## config.mk

```make
export PLATFORM = sky130hd
export DESIGN_NAME = mcx_top
export DESIGN_NICKNAME = d
export VERILOG_FILES = /design/src/core/mcx_pkg.sv /design/src/core/mcx_seg_decode.sv /design/src/core/mcx_top.sv
export SDC_FILE = /design/constraint.sdc
export NUM_CORES = 1
export LEC_CHECK = 0
export BUFFER_PORTS_ARGS = -buffer_cell sky130_fd_sc_hd__buf_2
export CAP_MARGIN = 20
export CORE_MARGIN = 1
export CORE_UTILIZATION = 47
export DETAILED_ROUTE_END_ITERATION = 8
export PLACE_DENSITY = 0.84
export SYNTH_ARGS = -nofsm -noshare
export SYNTH_HDL_FRONTEND = slang
export SYNTH_SLANG_ARGS = --single-unit
```

## constraint.sdc

```tcl
create_clock -name CLK_SYS_I -period 2.7 [get_ports CLK_SYS_I]
set_input_delay 0.405 -clock CLK_SYS_I [delete_from_list [all_inputs] [get_ports CLK_SYS_I]]
set_output_delay 0.405 -clock CLK_SYS_I [all_outputs]
set_load 0.02 [all_outputs]
```

## src/core/mcx_pkg.sv

```systemverilog
/*
  Shared constants and types for the muting configuration check and lamp block.
  Assumes one system clock and a synchronous active-low reset around it.
*/
package mcx_pkg;

  // Register byte offsets on the Avalon-MM slave
  localparam logic [4:0] MCX_OFF_STATUS = 5'h00;
  localparam logic [4:0] MCX_OFF_MASK   = 5'h04;
  localparam logic [4:0] MCX_OFF_CFG    = 5'h08;
  localparam logic [4:0] MCX_OFF_LIVE   = 5'h0c;
  localparam logic [4:0] MCX_OFF_CTRL   = 5'h10;

  // Status bit positions, the mask uses the same layout
  localparam int MCX_ST_CHANGE = 0;
  localparam int MCX_ST_BANK   = 1;
  localparam int MCX_ST_MODE   = 2;
  localparam int MCX_ST_W      = 3;

  // Control bit: write one to ask for a fault release
  localparam int MCX_CTRL_CLR  = 0;

  // Reset values
  localparam logic [MCX_ST_W-1:0] MCX_STATUS_RST = 3'h0;
  localparam logic [MCX_ST_W-1:0] MCX_MASK_RST   = 3'h0;
  localparam logic [7:0]          MCX_SNAP_RST   = 8'h00;
  localparam logic [6:0]          MCX_SEG_BLANK  = 7'h00;

  // Switch pattern of the one permitted operating mode, switches 1..6
  localparam logic [5:0] MCX_MODE7_PAT = 6'h18;
  localparam logic [3:0] MCX_DIGIT_MODE7 = 4'h7;
  localparam logic [3:0] MCX_DIGIT_ERR   = 4'he;

  // One bank of switches; switch 1 sits in the lowest bit
  typedef struct packed {
    logic [1:0] timeout_sel;     // Switches 7/8
    logic       timeout_ext;     // Switch 6
    logic       mute_en_used;    // Switch 5
    logic       restart_manual;  // Switch 4
    logic       feedback_check;  // Switch 3, contactor_feedback_check
    logic       seq_mode;        // Switch 2
    logic       four_sensor;     // Switch 1
  } mcx_cfg_t;

  // Error conditions seen in one cycle
  typedef struct packed {
    logic mode;
    logic bank;
    logic change;
  } mcx_err_t;

endpackage

```

## src/core/mcx_seg_decode.sv

```systemverilog
/*
  Seven-segment decoder for one hex digit, segments a..g in bits 0..6.
  Purely combinational; the caller registers the result.
*/
module mcx_seg_decode (
  input  wire logic [3:0] digit_i,
  output logic      [6:0] seg_o
);
  import mcx_pkg::*;

  // Active-high segment pattern per digit
  always_comb begin
    case (digit_i)
      4'h0: seg_o = 7'h3f;
      4'h1: seg_o = 7'h06;
      4'h2: seg_o = 7'h5b;
      4'h3: seg_o = 7'h4f;
      4'h4: seg_o = 7'h66;
      4'h5: seg_o = 7'h6d;
      4'h6: seg_o = 7'h7d;
      4'h7: seg_o = 7'h07;
      4'h8: seg_o = 7'h7f;
      4'h9: seg_o = 7'h6f;
      4'ha: seg_o = 7'h77;
      4'hb: seg_o = 7'h7c;
      4'hc: seg_o = 7'h39;
      4'hd: seg_o = 7'h5e;
      4'he: seg_o = 7'h79;
      default: seg_o = 7'h71;
    endcase
  end
endmodule // mcx_seg_decode

```

## src/core/mcx_top.sv

```systemverilog
/*
  Configuration check, fault shutdown and lamp drive of the muting controller,
  with an Avalon-MM register slave and one level interrupt.
  Assumes the muting sequencer supplies muting-active, waiting-for-acknowledge
  and the two raw safe switch requests, and that all inputs are synchronous.
*/
// Summary of operation
// - Reset-wait lamp lights exactly while the system waits for acknowledgment.
// - Both muting lamp outputs are high together while muting is active and no fault is set.
// - A high sensor input means a good muting detection.
// - Configuration comes from two eight-switch banks, each a full copy.
// - Only operating mode 7 is accepted for operation.
// - Switch 1 picks 2/4 sensors, switch 2 timing/sequence; 4 and sequence refused.
// - Switch 4 picks automatic or manual restart source.
// - Switches 3, 5, 6 enable feedback check, muting-enable, timeout extension.
// - A switch change during operation raises an error and drops both safe outputs.
// - After start-up the display shows 7 in operating mode 7 and an error glyph otherwise.
// - Differing switch banks raise an error and drop the safe outputs.
// - A start-up setting outside the permitted mode raises a mode error and drops outputs.
module mcx_top (
  input  wire logic                   CLK_SYS_I,
  input  wire logic                   RST_B_I,
  input  wire logic [4:0]             AVS_ADDRESS_I,
  input  wire logic                   AVS_READ_I,
  input  wire logic                   AVS_WRITE_I,
  input  wire logic [31:0]            AVS_WRITEDATA_I,
  input  wire logic [3:0]             AVS_BYTEENABLE_I,
  output logic      [31:0]            AVS_READDATA_O,
  output logic                        AVS_WAITREQUEST_O,
  input  wire mcx_pkg::mcx_cfg_t      BANK_A_I,
  input  wire mcx_pkg::mcx_cfg_t      BANK_B_I,
  input  wire logic [3:0]             MUTE_SENSOR_INPUT_I,
  input  wire logic                   MUTE_ACTIVE_I,
  input  wire logic                   RESET_WAIT_I,
  input  wire logic [1:0]             SAFE_REQ_I,
  output logic                        RESET_WAIT_LAMP_O,
  output logic [1:0]                  MUTE_LAMP_SOCKET_O,
  output logic [1:0]                  SAFE_SWITCH_OUTPUTS_O,
  output logic                        FAULT_O,
  output logic [3:0]                  MUTE_SENSOR_GOOD_O,
  output mcx_pkg::mcx_cfg_t           CFG_O,
  output logic [6:0]                  SEG_O,
  output logic                        IRQ_O
);
  import mcx_pkg::*;

  // State
  mcx_cfg_t             snap_ff;
  logic                 snap_vld_ff;
  logic                 fault_ff;
  logic [MCX_ST_W-1:0]  status_ff;
  logic [MCX_ST_W-1:0]  mask_ff;
  logic                 wait_ff;
  logic [31:0]          rdata_ff;
  logic [3:0]           sens_ff;
  logic                 rwl_ff;
  logic [1:0]           mlamp_ff;
  logic [1:0]           safe_ff;
  logic [6:0]           seg_ff;
  logic                 irq_ff;

  // Next values
  mcx_cfg_t             nxt_snap;
  logic                 nxt_fault;
  logic [MCX_ST_W-1:0]  nxt_status;
  logic [MCX_ST_W-1:0]  nxt_mask;
  logic [31:0]          nxt_rdata;

  // Error detection; checks start only once the snapshot is held
  // The mode check looks at the snapshot, not the live banks, so a mode error
  // only goes away with a new start-up; live edits of bank A show up as change errors.
  mcx_err_t err;
  wire      any_err;
  assign err.bank   = snap_vld_ff && (BANK_A_I != BANK_B_I);
  assign err.change = snap_vld_ff && (BANK_A_I != snap_ff);
  assign err.mode   = snap_vld_ff && (snap_ff[5:0] != MCX_MODE7_PAT);
  assign any_err    = err.bank || err.change || err.mode;

  // Bus decode; a request is taken on the edge where waitrequest is low
  wire req      = AVS_READ_I || AVS_WRITE_I;
  wire accept   = req && !wait_ff;
  wire wr_acc   = accept && AVS_WRITE_I && AVS_BYTEENABLE_I[0];
  wire sel_st   = (AVS_ADDRESS_I == MCX_OFF_STATUS);
  wire sel_mask = (AVS_ADDRESS_I == MCX_OFF_MASK);
  wire sel_cfg  = (AVS_ADDRESS_I == MCX_OFF_CFG);
  wire sel_live = (AVS_ADDRESS_I == MCX_OFF_LIVE);
  wire sel_ctrl = (AVS_ADDRESS_I == MCX_OFF_CTRL);
  wire [MCX_ST_W-1:0] st_clr = (wr_acc && sel_st) ? AVS_WRITEDATA_I[MCX_ST_W-1:0]
                                                  : {MCX_ST_W{1'b0}};
  wire fault_rel = wr_acc && sel_ctrl && AVS_WRITEDATA_I[MCX_CTRL_CLR];
  wire [MCX_ST_W-1:0] st_set = {err.mode, err.bank, err.change};

  // Sticky status: an event in the clear cycle survives
  assign nxt_status = (status_ff & ~st_clr) | st_set;
  assign nxt_mask   = (wr_acc && sel_mask) ? AVS_WRITEDATA_I[MCX_ST_W-1:0] : mask_ff;
  // Fault holds until software asks for release with every error gone
  assign nxt_fault  = any_err || (fault_ff && !fault_rel);
  // First cycle after release captures bank A, later it is kept
  assign nxt_snap   = snap_vld_ff ? snap_ff : BANK_A_I;

  // Read mux; unmapped offsets read as zero
  assign nxt_rdata =
      sel_st   ? {29'h0, status_ff} :
      sel_mask ? {29'h0, mask_ff} :
      sel_cfg  ? {23'h0, snap_vld_ff, snap_ff} :
      sel_live ? {8'h0, sens_ff, 3'h0, fault_ff, BANK_B_I, BANK_A_I} :
                 32'h0;

  // Display digit: mode number when permitted, error glyph otherwise
  wire [3:0] digit = (snap_ff[5:0] == MCX_MODE7_PAT) ? MCX_DIGIT_MODE7 : MCX_DIGIT_ERR;
  wire [6:0] seg_val;

  mcx_seg_decode u_seg (
    .digit_i (digit),
    .seg_o   (seg_val)
  );

  // Configuration snapshot and fault latch
  // Fault comes up in reset and clears as the snapshot is taken; snap_vld_ff keeps the
  // safe outputs off until the first comparison of the banks has been made.
  always_ff @(posedge CLK_SYS_I) begin
    if (!RST_B_I) begin
      snap_ff     <= MCX_SNAP_RST;
      snap_vld_ff <= 1'b0;
      fault_ff    <= 1'b1;  // Held until the snapshot is taken, one cycle before the check
    end else begin
      snap_ff     <= nxt_snap;
      snap_vld_ff <= 1'b1;
      fault_ff    <= snap_vld_ff ? nxt_fault : 1'b0;
    end
  end

  // Status, mask and interrupt
  always_ff @(posedge CLK_SYS_I) begin
    if (!RST_B_I) begin
      status_ff <= MCX_STATUS_RST;
      mask_ff   <= MCX_MASK_RST;
      irq_ff    <= 1'b0;
    end else begin
      status_ff <= nxt_status;
      mask_ff   <= nxt_mask;
      irq_ff    <= |(nxt_status & nxt_mask);
    end
  end

  // Bus handshake: one wait cycle, then the request is taken
  // Read data are fetched in the wait cycle so they already stand when the
  // master samples waitrequest low; the price is one extra cycle per access.
  always_ff @(posedge CLK_SYS_I) begin
    if (!RST_B_I) begin
      wait_ff  <= 1'b1;
      rdata_ff <= 32'h0;
    end else begin
      wait_ff  <= !(req && wait_ff);
      rdata_ff <= (req && wait_ff && AVS_READ_I) ? nxt_rdata : rdata_ff;
    end
  end

  // Pin side outputs, all gated by the fault latch where safety matters
  // Muting lamps and safe outputs use the next fault value so that they drop in the
  // same cycle as the fault latch rises, not one cycle after it.
  always_ff @(posedge CLK_SYS_I) begin
    if (!RST_B_I) begin
      sens_ff  <= 4'h0;
      rwl_ff   <= 1'b0;
      mlamp_ff <= 2'h0;
      safe_ff  <= 2'h0;
      seg_ff   <= MCX_SEG_BLANK;
    end else begin
      sens_ff  <= MUTE_SENSOR_INPUT_I;
      rwl_ff   <= RESET_WAIT_I;
      mlamp_ff <= {2{MUTE_ACTIVE_I && !nxt_fault}};
      safe_ff  <= (snap_vld_ff && !nxt_fault) ? SAFE_REQ_I : 2'h0;
      seg_ff   <= snap_vld_ff ? seg_val : MCX_SEG_BLANK;
    end
  end

  assign AVS_READDATA_O        = rdata_ff;
  assign AVS_WAITREQUEST_O     = wait_ff;
  assign RESET_WAIT_LAMP_O     = rwl_ff;
  assign MUTE_LAMP_SOCKET_O    = mlamp_ff;
  assign SAFE_SWITCH_OUTPUTS_O = safe_ff;
  assign FAULT_O               = fault_ff;
  assign MUTE_SENSOR_GOOD_O    = sens_ff;
  // Decoded fields straight from the snapshot register for the sequencer
  assign CFG_O                 = snap_ff;
  assign SEG_O                 = seg_ff;
  assign IRQ_O                 = irq_ff;

  // Checks on the block's own outputs
  chk_lamp_follows: assert property (@(posedge CLK_SYS_I) disable iff (!RST_B_I)
    $past(RST_B_I) |-> RESET_WAIT_LAMP_O == $past(RESET_WAIT_I))
    else $error("reset-wait lamp not following wait state");

  chk_mute_lamp_pair: assert property (@(posedge CLK_SYS_I) disable iff (!RST_B_I)
    MUTE_LAMP_SOCKET_O[0] == MUTE_LAMP_SOCKET_O[1])
    else $error("muting lamp outputs differ");

  chk_mute_lamp_on: assert property (@(posedge CLK_SYS_I) disable iff (!RST_B_I)
    (MUTE_ACTIVE_I && !nxt_fault) |=> MUTE_LAMP_SOCKET_O == 2'h3)
    else $error("muting lamp not lit while muting");

  chk_sensor_level: assert property (@(posedge CLK_SYS_I) disable iff (!RST_B_I)
    $past(RST_B_I) |-> MUTE_SENSOR_GOOD_O == $past(MUTE_SENSOR_INPUT_I))
    else $error("sensor level not reported");

  chk_bank_shutdown: assert property (@(posedge CLK_SYS_I) disable iff (!RST_B_I)
    (snap_vld_ff && BANK_A_I != BANK_B_I) |=> SAFE_SWITCH_OUTPUTS_O == 2'h0 && FAULT_O)
    else $error("bank mismatch did not shut down");

  chk_change_shutdown: assert property (@(posedge CLK_SYS_I) disable iff (!RST_B_I)
    (snap_vld_ff && BANK_A_I != snap_ff) |=> SAFE_SWITCH_OUTPUTS_O == 2'h0 ##0 status_ff[MCX_ST_CHANGE])
    else $error("switch change did not shut down");

  chk_mode_only7: assert property (@(posedge CLK_SYS_I) disable iff (!RST_B_I)
    (SAFE_SWITCH_OUTPUTS_O != 2'h0) |-> CFG_O[5:0] == MCX_MODE7_PAT)
    else $error("safe outputs on outside mode 7");

  chk_snapshot_hold: assert property (@(posedge CLK_SYS_I) disable iff (!RST_B_I)
    snap_vld_ff |=> $stable(snap_ff))
    else $error("snapshot moved after start-up");

  chk_display_mode: assert property (@(posedge CLK_SYS_I) disable iff (!RST_B_I)
    (snap_vld_ff && snap_ff[5:0] == MCX_MODE7_PAT) |=> SEG_O == 7'h07)
    else $error("display not showing mode 7");

  chk_bus_answer: assert property (@(posedge CLK_SYS_I) disable iff (!RST_B_I)
    (req && wait_ff) |=> !AVS_WAITREQUEST_O ##1 AVS_WAITREQUEST_O)
    else $error("bus answer not one wait cycle");

  // Shutdown, start-up, status, lamp and bus checks
  chk_fault_off: assert property (@(posedge CLK_SYS_I) disable iff (!RST_B_I)
    FAULT_O |-> SAFE_SWITCH_OUTPUTS_O == 2'h0)
    else $error("safe outputs on while faulted");

  chk_mode_fault: assert property (@(posedge CLK_SYS_I) disable iff (!RST_B_I)
    err.mode |=> FAULT_O && status_ff[MCX_ST_MODE])
    else $error("mode error did not fault");

  chk_release_held: assert property (@(posedge CLK_SYS_I) disable iff (!RST_B_I)
    (fault_rel && any_err) |=> FAULT_O)
    else $error("fault released with an error present");

  chk_display_err: assert property (@(posedge CLK_SYS_I) disable iff (!RST_B_I)
    (snap_vld_ff && snap_ff[5:0] != MCX_MODE7_PAT) |=> SEG_O == 7'h79)
    else $error("display not showing the error glyph");

  chk_snapshot_take: assert property (@(posedge CLK_SYS_I) disable iff (!RST_B_I)
    (RST_B_I && !snap_vld_ff) |=> snap_vld_ff && !FAULT_O && CFG_O == $past(BANK_A_I))
    else $error("snapshot not taken at start-up");

  chk_seg_blank: assert property (@(posedge CLK_SYS_I) disable iff (!RST_B_I)
    (RST_B_I && !snap_vld_ff) |=> SEG_O == MCX_SEG_BLANK)
    else $error("display not blank before the snapshot");

  chk_safe_follows: assert property (@(posedge CLK_SYS_I) disable iff (!RST_B_I)
    (snap_vld_ff && !nxt_fault) |=> SAFE_SWITCH_OUTPUTS_O == $past(SAFE_REQ_I))
    else $error("safe outputs not following request");

  chk_mute_lamp_off: assert property (@(posedge CLK_SYS_I) disable iff (!RST_B_I)
    !MUTE_ACTIVE_I |=> MUTE_LAMP_SOCKET_O == 2'h0)
    else $error("muting lamp lit without muting");

  chk_rwl_off: assert property (@(posedge CLK_SYS_I) disable iff (!RST_B_I)
    !RESET_WAIT_I |=> !RESET_WAIT_LAMP_O)
    else $error("reset-wait lamp lit while not waiting");

  chk_bank_status: assert property (@(posedge CLK_SYS_I) disable iff (!RST_B_I)
    err.bank |=> status_ff[MCX_ST_BANK])
    else $error("bank mismatch not flagged");

  chk_change_sticky: assert property (@(posedge CLK_SYS_I) disable iff (!RST_B_I)
    (status_ff[MCX_ST_CHANGE] && !st_clr[MCX_ST_CHANGE]) |=> status_ff[MCX_ST_CHANGE])
    else $error("change flag lost without a clear");

  chk_irq_level: assert property (@(posedge CLK_SYS_I) disable iff (!RST_B_I)
    IRQ_O == |(status_ff & mask_ff))
    else $error("interrupt not matching masked status");

  chk_mask_write: assert property (@(posedge CLK_SYS_I) disable iff (!RST_B_I)
    (wr_acc && sel_mask) |=> mask_ff == $past(AVS_WRITEDATA_I[MCX_ST_W-1:0]))
    else $error("mask write not stored");

  chk_bus_idle: assert property (@(posedge CLK_SYS_I) disable iff (!RST_B_I)
    !req |=> AVS_WAITREQUEST_O)
    else $error("waitrequest low without a request");

  chk_read_unmapped: assert property (@(posedge CLK_SYS_I) disable iff (!RST_B_I)
    (req && wait_ff && AVS_READ_I && !(sel_st || sel_mask || sel_cfg || sel_live)) |=>
    AVS_READDATA_O == 32'h0)
    else $error("unmapped read not zero");

  cov_good_run: cover property (@(posedge CLK_SYS_I) disable iff (!RST_B_I)
    SAFE_SWITCH_OUTPUTS_O == 2'h3 && MUTE_LAMP_SOCKET_O == 2'h3);
  cov_change_fault: cover property (@(posedge CLK_SYS_I) disable iff (!RST_B_I)
    !FAULT_O ##1 err.change ##1 FAULT_O);
  cov_fault_release: cover property (@(posedge CLK_SYS_I) disable iff (!RST_B_I)
    FAULT_O ##1 !FAULT_O);
  cov_irq: cover property (@(posedge CLK_SYS_I) disable iff (!RST_B_I) $rose(IRQ_O));
  cov_mode_error: cover property (@(posedge CLK_SYS_I) disable iff (!RST_B_I)
    err.mode ##1 SEG_O == 7'h79);
endmodule // mcx_top

```

==> results.json <==
{
  "grt_pass1_vias": 1711,
  "synth_area_per_cell_um2": 9.86,
  "tightest_slew_ns": 0.802,
  "dpl_cell_area_um2": 2680,
  "layout-drive-gt1-share": 0.317,
  "hold_path_class": "in2reg",
  "cp_top_family": "simple AND/OR/NAND/NOR gates",
  "crit_path_end_kind": "flip-flop",
  "hold_violations": 0,
  "io_buffer_count": 84,
  "cts_root_buffer": "clkbuf_8",
  "p_leak_nw": 1.34,
  "fmax_mhz": 570,
  "tritoncts": "yes",
  "floorplan.initialDensity": 0.488,
  "instances_no_fill": 363,
  "hold_buffers": 0,
  "ys_types": 38,
  "critPathArrivalTime_ns": 1.93,
  "yosysTopAreaCellShare": 0.446,
  "coreArea_um2": 4690,
  "min_period_ns": 1.75,
  "die_w_um": 71.8,
  "dr_total_vias": 1871,
  "tns_ns": 0,
  "cts_made_buffers": 5,
  "synth_edf_count": 0,
  "clkLatencyLatePin_ns": 0.30,
  "yosysWarnings": 0,
  "dieArea_um2": 5150,
  "drc": 0,
  "cts_sinks": 51,
  "synth-main-ff-cell": "dfxtp_1",
  "final_antenna_net_count": 0,
  "startpoint_type": "primary input",
  "grt_use_total": 0.201,
  "place_hpwl_mm": 3.69,
  "pwr_density_cell_nw_per_um2": 546,
  "areaGrowthSynthToFinish_pct": 21.5,
  "num_rows": 25,
  "critPathMaxFanout": 6,
  "final_cell_area_um2": 2780,
  "status": "complete, no violations",
  "yosysSeqAreaShare": 0.446,
  "gr-total-overflow": 0,
  "wl_per_cell_um": 13.7,
  "path_cells": "buf_2 > or4_1 > nor2_1 > a21boi_1 > o21ai_0 > o221ai_2",
  "synth_area_leader_cell": "dfxtp_1",
  "finClkSkew_ns": 0.00648,
  "timing.final.ws_setup_ns": 0.947,
  "cp.depth": 6,
  "place_ws_ns": 0.654,
  "insertedDiodeCount": 0,
  "via_per_inst": 5.15,
  "min_path_cells": 2,
  "yosys-top-cells-area": "dfxtp_1 (45%), mux2i_1 (10%), nor2b_1 (7.9%)",
  "drtIter0Drc": 100,
  "most-common-layout-cells": "buf_2 (84), dfxtp_1 (51), nor2b_1 (29), mux2i_1 (23), xor2_1 (16)",
  "rr_worst_depth": 4,
  "vdd_ir_drop_max_uv": 356,
  "maxCapViolations": 0,
  "synth_async_sr_flop_share": 0,
  "clock_path_buffers": 2,
  "cts_resized": 0,
  "hold_ws_ns": 0.307,
  "crit_required_ns": 2.88,
  "grt_max_degree": 26,
  "dp_cells": 356,
  "timing.critical_path.slowest_stage_cell": "or4_1",
  "setup_viol": 0,
  "syn_area_um2": 2290,
  "slew_headroom": 0.464,
  "final_util": 0.593,
  "dieHeight_um": 71.8,
  "postCtsSetupBuffers": 0,
  "ys_ff_latch": 51,
  "crit_type": "in2reg",
  "crit_buf_inv": 1,
  "synth_cells": 232,
  "final_common_cell": "buf_2",
  "antenna_found_initial": 0,
  "grt_pass1_wl_mm": 7.96,
  "postRouteWirelength_mm": 4.96,
  "fin_crit_sh": 0.649,
  "clk_pin_slew_worst_paths_ns": 0.08,
  "place.gp.congestion": 0.834,
  "report.final.slew_viol_count": 0,
  "io_pins": 128,
  "power_mw": 1.52,
  "nNetsFinal": 378,
  "critPathMaxStageDelay_ns": 0.67,
  "rsz0062_at_grt": "no",
  "drt_pass1_iterations": 5,
  "htree_levels": 2
}
-- where the power goes --
| group | total (mW) | switching [mW] | internal [mW] |
|---|---|---|---|
| clock network | 0.509 | 0.237 | 0.272 |
| registers | 0.794 | 0.0192 | 0.775 |
| logic | 0.215 | 0.130 | 0.0844 |
-- worst paths after layout --
check                    startpoint                    end  slack (ns)
max                AVS_ADDRESS_I[3]                  IRQ_O        0.95
min          MUTE_SENSOR_INPUT_I[0]  MUTE_SENSOR_GOOD_O[0]        0.31
max reg2reg       AVS_WAITREQUEST_O  MUTE_LAMP_SOCKET_O[0]        1.07
min reg2reg              mask_ff[2]             mask_ff[2]        0.49
-- per-layer routing --
metal / part of all wire / up-vias / global-route usage
li1: - / 926 / -
met2: 0.47 / 64 / 0.324
met5: 0 / - / 0
met4: 0.013 / 0 / 0.0654
met1: 0.46 / 875 / 0.270
met3: 0.050 / 6 / 0.0422
-- registers in the layout (all words and copies together) (netlist names) --
name / flops
AVS_READDATA_O: 21
AVS_WAITREQUEST_O: 1
CFG_O: 8
status_ff: 3
MUTE_LAMP_SOCKET_O: 1
MUTE_SENSOR_GOOD_O: 4
SAFE_SWITCH_OUTPUTS_O: 2
snap_vld_ff: 1
FAULT_O: 1
SEG_O: 4
mask_ff: 3
RESET_WAIT_LAMP_O: 1
IRQ_O: 1
-- area by class of cell --
type	count	area, um^2
fill	415	1910
multi-input combinational	158	1120
sequential	51	1020
timing repair buffer	88	450
clock buffer	6	72.6
tap	54	67.6
clock inverter	1	30.0
inverter	5	18.8
-- synthesized netlist by cell type, drive strengths merged (2+ instances only) --
master	n
nand2	7
inv	5
and3	2
nor4b	2
buf	20
and2	7
mux2i	23
clkbuf	8
a22oi	12
nor3	6
nand3b	2
nor2b	29
nor4	4
o21ai	2
dfxtp	51
nor2	6
o221ai	4
xor2	16
a21oi	10
o211a	3
-- cell families after synthesis --
logic type      share of synthesized area
compound gates                      0.112
xor+xnor                           0.0612
buf+inv                            0.0809
flops                               0.446
mux                                 0.101
other cells                       0.00164
simple gates                        0.197
-- worst reg2reg max path, cell delays in order, from the launching register on --
cell	delay [ns]
dfxtp_1	0.35
nand4bb_1	0.26
o31ai_1	0.41
nor3b_1	0.34
and4_1	0.22
No activity file was read; power rests on OpenSTA's default activity.
